--- src/include/debounce_regs.vh ---
`ifndef DEBOUNCE_REGS_VH
`define DEBOUNCE_REGS_VH

// Clock period and filter time base, in ns
`define DB_CLK_NS        10
`define DB_TICK_NS       500

// Latch mode codes
`define LM_OFF           3'h0
`define LM_RISE_AUTO     3'h1
`define LM_FALL_AUTO     3'h2
`define LM_BOTH_AUTO     3'h3
`define LM_RISE_MAN      3'h4
`define LM_FALL_MAN      3'h5
`define LM_BOTH_MAN      3'h6
`define LM_RESET         3'h0

// Debounce time selection codes
`define DT_0             4'h0
`define DT_500N          4'h1
`define DT_1U            4'h2
`define DT_2U            4'h3
`define DT_5U            4'h4
`define DT_10U           4'h5
`define DT_50U           4'h6
`define DT_100U          4'h7
`define DT_250U          4'h8
`define DT_500U          4'h9
`define DT_1M            4'ha
`define DT_2M            4'hb
`define DT_4M            4'hc
`define DT_12M           4'hd
`define DT_RESET         4'hc

// Debounce times in ns
`define DB_T1_NS         500
`define DB_T2_NS         1000
`define DB_T3_NS         2000
`define DB_T4_NS         5000
`define DB_T5_NS         10000
`define DB_T6_NS         50000
`define DB_T7_NS         100000
`define DB_T8_NS         250000
`define DB_T9_NS         500000
`define DB_T10_NS        1000000
`define DB_T11_NS        2000000
`define DB_T12_NS        4000000
`define DB_T13_NS        12000000

`define DB_CNT_W         15

`endif

--- src/rtl/debounce_filter.v ---
`timescale 1ns/1ps
`include "debounce_regs.vh"

// One channel of the input filter with edge pulses of the accepted level
module debounce_filter #(
  parameter CNT_W = `DB_CNT_W
) (
  input  wire             sys_clk_i,  // Module clock
  input  wire             resetn_i,   // Async reset, active low
  input  wire             tick_i,     // Time base enable pulse
  input  wire             din_i,      // Synchronised raw input
  input  wire [CNT_W-1:0] limit_i,    // Ticks the new level must last
  output reg              level_o,    // Accepted level
  output reg              rise_o,     // Accepted rising edge, one cycle
  output reg              fall_o      // Accepted falling edge, one cycle
);

  reg [CNT_W-1:0] cnt_q;

  // Count ticks while the raw level differs; any return restarts the wait
  always @(posedge sys_clk_i or negedge resetn_i) begin
    if (!resetn_i) begin
      cnt_q   <= {CNT_W{1'b0}};
      level_o <= 1'b0;
      rise_o  <= 1'b0;
      fall_o  <= 1'b0;
    end else begin
      rise_o <= 1'b0;
      fall_o <= 1'b0;
      if (din_i == level_o) begin
        cnt_q <= {CNT_W{1'b0}};
      end else if ((limit_i == {CNT_W{1'b0}}) ||
                   (tick_i && (cnt_q >= limit_i))) begin
        // Level has outlasted the filter time
        level_o <= din_i;
        rise_o  <= din_i;
        fall_o  <= ~din_i;
        cnt_q   <= {CNT_W{1'b0}};
      end else if (tick_i) begin
        cnt_q <= cnt_q + {{(CNT_W-1){1'b0}}, 1'b1};
      end
    end
  end

endmodule

--- src/rtl/input_debounce_pulse_latch.v ---
`timescale 1ns/1ps
`include "debounce_regs.vh"

// Overview of operation
// - With latching on, catch every qualifying pulse, even a short one.
// - Mode 0 off, 1-3 rise/fall/both auto, 4-6 same with manual ack.
// - Manual modes hold until acknowledge; auto modes clear at the scan.
// - Accept a new level only once it outlasts the debounce time.
// - Debounce choices 0 to 12 ms in fourteen steps.
// - Reset defaults: latching off, debounce time 4 ms.
module input_debounce_pulse_latch #(
  parameter CHANNELS    = 8,
  parameter TICK_CYCLES = `DB_TICK_NS / `DB_CLK_NS
) (
  input  wire                sys_clk_i,              // Module clock 100 MHz
  input  wire                resetn_i,               // Async reset, low
  input  wire [CHANNELS-1:0] field_in_i,             // Raw field inputs
  input  wire                cfg_load_i,             // Config write strobe
  input  wire [2:0]          latch_mode_i,           // Latch mode to load
  input  wire [3:0]          input_debounce_time_i,  // Debounce code to load
  input  wire                scan_i,                 // Network scan strobe
  input  wire [CHANNELS-1:0] ack_i,                  // Manual ack, per channel
  output reg  [2:0]          latch_mode_o,           // Active latch mode
  output reg  [3:0]          input_debounce_time_o,  // Active debounce code
  output reg  [CHANNELS-1:0] scan_value_o,           // Levels at last scan
  output reg  [CHANNELS-1:0] scan_latch_o,           // Latches at last scan
  output reg                 scan_valid_o,           // Scan result pulse
  output reg  [CHANNELS-1:0] latch_o                 // Live latch flags
);

  localparam CNT_W = `DB_CNT_W;
  localparam TW    = 16;

  // Filter limits in time-base ticks, derived from the times in ns
  // Kept at full width here; the uses cut them to the counter on purpose
  localparam [31:0] LIM1  = `DB_T1_NS  / `DB_TICK_NS;
  localparam [31:0] LIM2  = `DB_T2_NS  / `DB_TICK_NS;
  localparam [31:0] LIM3  = `DB_T3_NS  / `DB_TICK_NS;
  localparam [31:0] LIM4  = `DB_T4_NS  / `DB_TICK_NS;
  localparam [31:0] LIM5  = `DB_T5_NS  / `DB_TICK_NS;
  localparam [31:0] LIM6  = `DB_T6_NS  / `DB_TICK_NS;
  localparam [31:0] LIM7  = `DB_T7_NS  / `DB_TICK_NS;
  localparam [31:0] LIM8  = `DB_T8_NS  / `DB_TICK_NS;
  localparam [31:0] LIM9  = `DB_T9_NS  / `DB_TICK_NS;
  localparam [31:0] LIM10 = `DB_T10_NS / `DB_TICK_NS;
  localparam [31:0] LIM11 = `DB_T11_NS / `DB_TICK_NS;
  localparam [31:0] LIM12 = `DB_T12_NS / `DB_TICK_NS;
  localparam [31:0] LIM13 = `DB_T13_NS / `DB_TICK_NS;
  localparam [31:0] TICK_LAST = TICK_CYCLES - 1;

  reg  [CHANNELS-1:0] sync1_q;
  reg  [CHANNELS-1:0] sync2_q;
  reg  [TW-1:0]       div_q;
  reg                 tick_q;
  reg  [CNT_W-1:0]    limit;
  reg                 mode_ok;
  reg                 sel_ok;
  reg                 edge_rise;
  reg                 edge_fall;
  reg                 manual;
  wire [CHANNELS-1:0] level;
  wire [CHANNELS-1:0] rise;
  wire [CHANNELS-1:0] fall;
  wire [CHANNELS-1:0] hit;
  wire [CHANNELS-1:0] clr;
  wire [CHANNELS-1:0] latch_d;

  // Field pins are asynchronous; two flops before anything looks at them
  always @(posedge sys_clk_i or negedge resetn_i) begin
    if (!resetn_i) begin
      sync1_q <= {CHANNELS{1'b0}};
      sync2_q <= {CHANNELS{1'b0}};
    end else begin
      sync1_q <= field_in_i;
      sync2_q <= sync1_q;
    end
  end

  // Time base divider: one enable pulse per filter step
  always @(posedge sys_clk_i or negedge resetn_i) begin
    if (!resetn_i) begin
      div_q  <= {TW{1'b0}};
      tick_q <= 1'b0;
    end else if (div_q == TICK_LAST[TW-1:0]) begin
      div_q  <= {TW{1'b0}};
      tick_q <= 1'b1;
    end else begin
      div_q  <= div_q + {{(TW-1){1'b0}}, 1'b1};
      tick_q <= 1'b0;
    end
  end

  // Validity of the codes offered at a configuration write
  always @* begin
    mode_ok = (latch_mode_i <= `LM_BOTH_MAN);
    sel_ok  = (input_debounce_time_i <= `DT_12M);
  end

  // Configuration holds; invalid codes leave the old setting in place
  always @(posedge sys_clk_i or negedge resetn_i) begin
    if (!resetn_i) begin
      latch_mode_o          <= `LM_RESET;
      input_debounce_time_o <= `DT_RESET;
    end else if (cfg_load_i) begin
      if (mode_ok) begin
        latch_mode_o <= latch_mode_i;
      end
      if (sel_ok) begin
        input_debounce_time_o <= input_debounce_time_i;
      end
    end
  end

  // Debounce code to tick limit
  always @* begin
    case (input_debounce_time_o)
      `DT_0:    limit = {CNT_W{1'b0}};
      `DT_500N: limit = LIM1[CNT_W-1:0];
      `DT_1U:   limit = LIM2[CNT_W-1:0];
      `DT_2U:   limit = LIM3[CNT_W-1:0];
      `DT_5U:   limit = LIM4[CNT_W-1:0];
      `DT_10U:  limit = LIM5[CNT_W-1:0];
      `DT_50U:  limit = LIM6[CNT_W-1:0];
      `DT_100U: limit = LIM7[CNT_W-1:0];
      `DT_250U: limit = LIM8[CNT_W-1:0];
      `DT_500U: limit = LIM9[CNT_W-1:0];
      `DT_1M:   limit = LIM10[CNT_W-1:0];
      `DT_2M:   limit = LIM11[CNT_W-1:0];
      `DT_4M:   limit = LIM12[CNT_W-1:0];
      `DT_12M:  limit = LIM13[CNT_W-1:0];
      default:  limit = LIM12[CNT_W-1:0];
    endcase
  end

  // Latch mode decode into edge choice and acknowledge style
  always @* begin
    edge_rise = 1'b0;
    edge_fall = 1'b0;
    manual    = 1'b0;
    case (latch_mode_o)
      `LM_RISE_AUTO: edge_rise = 1'b1;
      `LM_FALL_AUTO: edge_fall = 1'b1;
      `LM_BOTH_AUTO: begin
        edge_rise = 1'b1;
        edge_fall = 1'b1;
      end
      `LM_RISE_MAN: begin
        edge_rise = 1'b1;
        manual    = 1'b1;
      end
      `LM_FALL_MAN: begin
        edge_fall = 1'b1;
        manual    = 1'b1;
      end
      `LM_BOTH_MAN: begin
        edge_rise = 1'b1;
        edge_fall = 1'b1;
        manual    = 1'b1;
      end
      default: begin
        edge_rise = 1'b0;
        edge_fall = 1'b0;
        manual    = 1'b0;
      end
    endcase
  end

  // One filter per channel
  genvar g;
  generate
    for (g = 0; g < CHANNELS; g = g + 1) begin : ch
      debounce_filter #(
        .CNT_W (CNT_W)
      ) u_filt (
        .sys_clk_i (sys_clk_i),
        .resetn_i  (resetn_i),
        .tick_i    (tick_q),
        .din_i     (sync2_q[g]),
        .limit_i   (limit),
        .level_o   (level[g]),
        .rise_o    (rise[g]),
        .fall_o    (fall[g])
      );
    end
  endgenerate

  // Qualifying edges and the release condition for each latch
  assign hit = (rise & {CHANNELS{edge_rise}}) |
               (fall & {CHANNELS{edge_fall}});
  assign clr = manual ? ack_i :
               {CHANNELS{scan_i}};
  // A set in the clear cycle wins, so no edge is ever dropped
  assign latch_d = hit | (latch_o & ~clr);

  // Latch flags; latching off empties them
  always @(posedge sys_clk_i or negedge resetn_i) begin
    if (!resetn_i) begin
      latch_o <= {CHANNELS{1'b0}};
    end else if (!(edge_rise | edge_fall)) begin
      latch_o <= {CHANNELS{1'b0}};
    end else begin
      latch_o <= latch_d;
    end
  end

  // Scan snapshot: the scan sees the latch before its own auto release
  always @(posedge sys_clk_i or negedge resetn_i) begin
    if (!resetn_i) begin
      scan_value_o <= {CHANNELS{1'b0}};
      scan_latch_o <= {CHANNELS{1'b0}};
      scan_valid_o <= 1'b0;
    end else begin
      scan_valid_o <= scan_i;
      if (scan_i) begin
        scan_value_o <= level;
        scan_latch_o <= latch_o | hit;
      end
    end
  end

endmodule

--- config.mk ---
export PLATFORM = sky130hd
export DESIGN_NAME = input_debounce_pulse_latch
export DESIGN_NICKNAME = d
export VERILOG_FILES = /design/src/rtl/debounce_filter.v /design/src/rtl/input_debounce_pulse_latch.v
export VERILOG_INCLUDE_DIRS = /design/src /design/src/include
export SDC_FILE = /design/constraint.sdc
export NUM_CORES = 1
export LEC_CHECK = 0
export BUFFER_PORTS_ARGS = -buffer_cell sky130_fd_sc_hd__buf_2
export CORE_AREA = 2 2 192 194
export CTS_CLUSTER_DIAMETER = 120
export DETAILED_ROUTE_END_ITERATION = 8
export DIE_AREA = 0 0 194 196
export GPL_TIMING_DRIVEN = 0
export RECOVER_POWER = 25
export SLEW_MARGIN = 0
export SYNTH_ARGS = -nofsm -noshare
export SYNTH_HDL_FRONTEND = slang
export SYNTH_SLANG_ARGS = --single-unit
--- constraint.sdc ---
create_clock -name sys_clk_i -period 6.6 [get_ports sys_clk_i]
set_input_delay 0.33 -clock sys_clk_i [delete_from_list [all_inputs] [get_ports sys_clk_i]]
set_output_delay 0.33 -clock sys_clk_i [all_outputs]
set_load 0.03 [all_outputs]
==> results_dict.tcl <==
set metrics [dict create \
    clock-sinks 209 \
    syn_area_um2 12500 \
    drv_slew 0 \
    min_from "input_debounce_time_i[2]" \
    diodes 0 \
    finClkSkew_ps 7.50 \
    cts_buffer_depth 3 \
    num_vias 10100 \
    drive_gt1_share_pct 12.2 \
    ys_ff_latch 209 \
    wl_mm 32.5 \
    fin_util_pct 39.8 \
    finalSetupViolCount 0 \
    die_h_um 196 \
    fin_tns_setup_ps 0 \
    p_per_area_nw_per_um2 253 \
    layout_setup_ws_ps 1940 \
    start_util_pct 34.5 \
    worstPathArrival_ps 5070 \
    drt_iter0_markers 671 \
    min_period_ps 4660 \
    fmax_mhz 215 \
    vias_per_cell 5.41 \
    core-area_um2 36100 \
    io_pins 59 \
    synth_top_family_by_area "simple AND/OR/NAND/NOR gates" \
    die_width_um 194 \
    yosysSeqAreaShare_pct 42.0 \
    synth_area_per_cell_um2 9.73 \
    hold_viol 0 \
    grt-ovfl-total 0 \
    post-place-ws_ps 2090 \
    leakage_uw 0.00658 \
    yosysMostFrequentCell "dfrtp_1" \
    synthMuxAreaShare_pct 1.88 \
    holdPathStages 3 \
    synth_area_leaders "dfrtp_1, ha_1, xor2_1" \
    synth_nets 1413 \
    end_kind "flip-flop" \
    grt_max_degree 112 \
    synthCells 1281 \
    antenna_found_initial 0 \
    grt_pass1_wl_mm 53.6 \
    regToRegSetupSlack_ps 1940 \
    slew_headroom_pct 14.3 \
    cts-htree-levels 1 \
    min_path_type "in -> reg" \
    ys.flop_type "dfrtp_1" \
    finalCritPeriodShare_pct 70.6 \
    synth-adder-area-share_pct 10.6 \
    worst_pin_slew_ps 1280 \
    synth.distinct_cells 78 \
    clk_pin_slew_ps 60 \
    synth_warnings 0 \
    peakVddDrop_v 0.000186 \
    status "completed" \
    synth_top_area_share_pct 41.6 \
    r2r_start "input_debounce_time_o[2]$_DFFE_PN1P_" \
    worstRegToRegCells 13 \
    clk_latency_ps 530 \
    rows 70 \
    drtAntennaViolNets 0 \
    crit_fanout 10 \
    synth-xor-area-share_pct 7.17 \
    cts_tree "done" \
    rr_endpoint "ch[5].u_filt.level_o$_DFFE_PN0P_" \
    whs_endpoint "input_debounce_time_o[2]$_DFFE_PN1P_" \
    ys_async_sr_fraction_pct 100 \
    synth_simple_gate_area_share_pct 20.8 \
    ys_top_cells_by_count "dfrtp_1, nand2_1, ha_1, nor2_1, nand3_1" \
    worstSetupPathType "reg -> reg" \
    port_buffers 58 \
    root_buffer "clkbuf_16" \
    cts_buffers 26 \
    rsz0062_at_grt "false" \
    gr-usage-all-layers_pct 17.2 \
    post-cts-setup-buffer-count 0 \
    wire_per_inst_um 17.4 \
    die_area_um2 38000 \
    required_ps 7010 \
    maxCapViolCount 0 \
    synth_edf_count 0 \
    dp_hpwl_mm 22.4 \
    synth_top_area_cell "dfrtp_1" \
    grt_pass1_vias 9952 \
    synth_compound_area_share_pct 14.4 \
    drc_errors 0 \
    num-nets-final 1511 \
    place.gp.congestion 0.834 \
    drt-pass1-iter-count 5 \
    worst_setup_path_start_kind "flip-flop" \
    syn_to_final_growth_pct 15.3 \
]
## power by group
| part | switching [µW] | internal [µW] | total, µW |
|---|---|---|---|
| Clock | 574 | 879 | 1450 |
| Sequential | 74.1 | 1350 | 1420 |
| Combinational | 529 | 237 | 766 |
## stage by stage
step | hold WS (ps) | cell area (µm²) | instances | total power (µW)
global placement | 335 | 13300 | 1807 | 2180
CTS | 34.6 | 14400 | 1864 | 3680
detailed placement | 335 | 13400 | 1809 | 2200
floorplan | 34.4 | 12500 | 1281 | 1920
global route | 47.7 | 14400 | 1864 | 3810
finish | 53.8 | 14400 | 1864 | 3640
## placed cells by master (no fill, tap or decap), types with 5 or more instances in the layout
cell,count
nor2_1,100
nand4_1,28
nor2b_1,9
nor3b_1,22
a211oi_1,7
xnor2_1,41
dfrtp_1,207
inv_1,40
o211ai_1,10
nand2b_1,8
o21ai_1,11
clkbuf_16,26
nor4b_1,5
nor2_4,12
a31oi_1,12
o21a_1,6
a21o_1,29
buf_2,65
dlygate4sd3_1,10
a21oi_1,43
ha_1,105
buf_6,5
clkinv_2,9
nor3_1,38
clkbuf_1,32
and4_1,6
a211o_1,11
a22oi_1,13
mux2_2,14
o21ai_0,58
xor2_1,61
nand2_1,109
nor4_1,9
or3_1,6
a22o_1,10
mux2_1,5
and3_1,34
nand3_1,81
## registers in the layout, summed over array words and instances (netlist names)
signal                 count
latch_mode_o               3
scan_value_o               8
scan_latch_o               8
sync2_q                    8
ch.u_filt.level_o          8
ch.u_filt.fall_o           8
latch_o                    8
div_q                     16
input_debounce_time_o      4
tick_q                     1
ch.u_filt.rise_o           8
sync1_q                    8
scan_valid_o               1
ch.u_filt.cnt_q          120
## routing by layer
| layer | GRT usage, % | wire, µm | share of wire [%] | vias up |
|---|---|---|---|---|
| li1 | - | - | - | 4839 |
| met1 | 24.6 | 15600 | 48 | 4914 |
| met2 | 26.8 | 14200 | 44 | 266 |
| met3 | 2.49 | 1570 | 4.8 | 67 |
| met4 | 5.86 | 1050 | 3.2 | 0 |
| met5 | 0 | 0 | 0 | - |
## cell type report
type,count,area (µm²)
fillers,3579,21700
multi-input cells,982,6860
flip-flops and latches,209,5230
clock buffers,30,706
well taps,468,586
repair buffers,70,437
plain buffers,48,224
clock inverters,15,166
inverters,42,158
## critical path, stage by stage, from the launching register on
cell and delay (ps):
dfstp_2 610, buf_2 230, buf_1 430, mux2i_1 240, nor2_1 50, a31oi_1 940, ha_1 420, a21oi_1 130
o21ai_0 100, maj3_1 410, o31ai_2 230, o21ai_1 190, nand2_1 220, mux2_1 340
## logic make-up after synthesis
logic type                 Yosys count
buffers and inverters               90
and+or+nand+nor                    494
xor gates and xnor gates           102
AOI/OAI and AO/OA                  259
muxes                               21
adders and majority gates          106
DFF                                209
## worst max path at each step
stage	from	to	slack [ps]	cells past startpoint
2_1_floorplan	input_debounce_time_o[2]$_DFFE_PN1P_	ch[1].u_filt.cnt_q[6]$_DFFE_PN0P_	2780	13
3_3_place_gp	input_debounce_time_o[2]$_DFFE_PN1P_	ch[1].u_filt.cnt_q[6]$_DFFE_PN0P_	1100	13
3_5_place_dp	input_debounce_time_o[2]$_DFFE_PN1P_	ch[1].u_filt.cnt_q[6]$_DFFE_PN0P_	2090	13
4_1_cts	input_debounce_time_o[2]$_DFFE_PN1P_	ch[1].u_filt.cnt_q[6]$_DFFE_PN0P_	2030	13
5_1_grt	input_debounce_time_o[2]$_DFFE_PN1P_	ch[1].u_filt.cnt_q[6]$_DFFE_PN0P_	1710	14
6_report	input_debounce_time_o[2]$_DFFE_PN1P_	ch[5].u_filt.level_o$_DFFE_PN0P_	1940	13
## what timing repair did
item,4_1_cts,5_1_grt
endpoints found under the hold margin,107,0
hold buffers,10,0
resized for setup,0,0
Power figures use the tool's default switching activity.
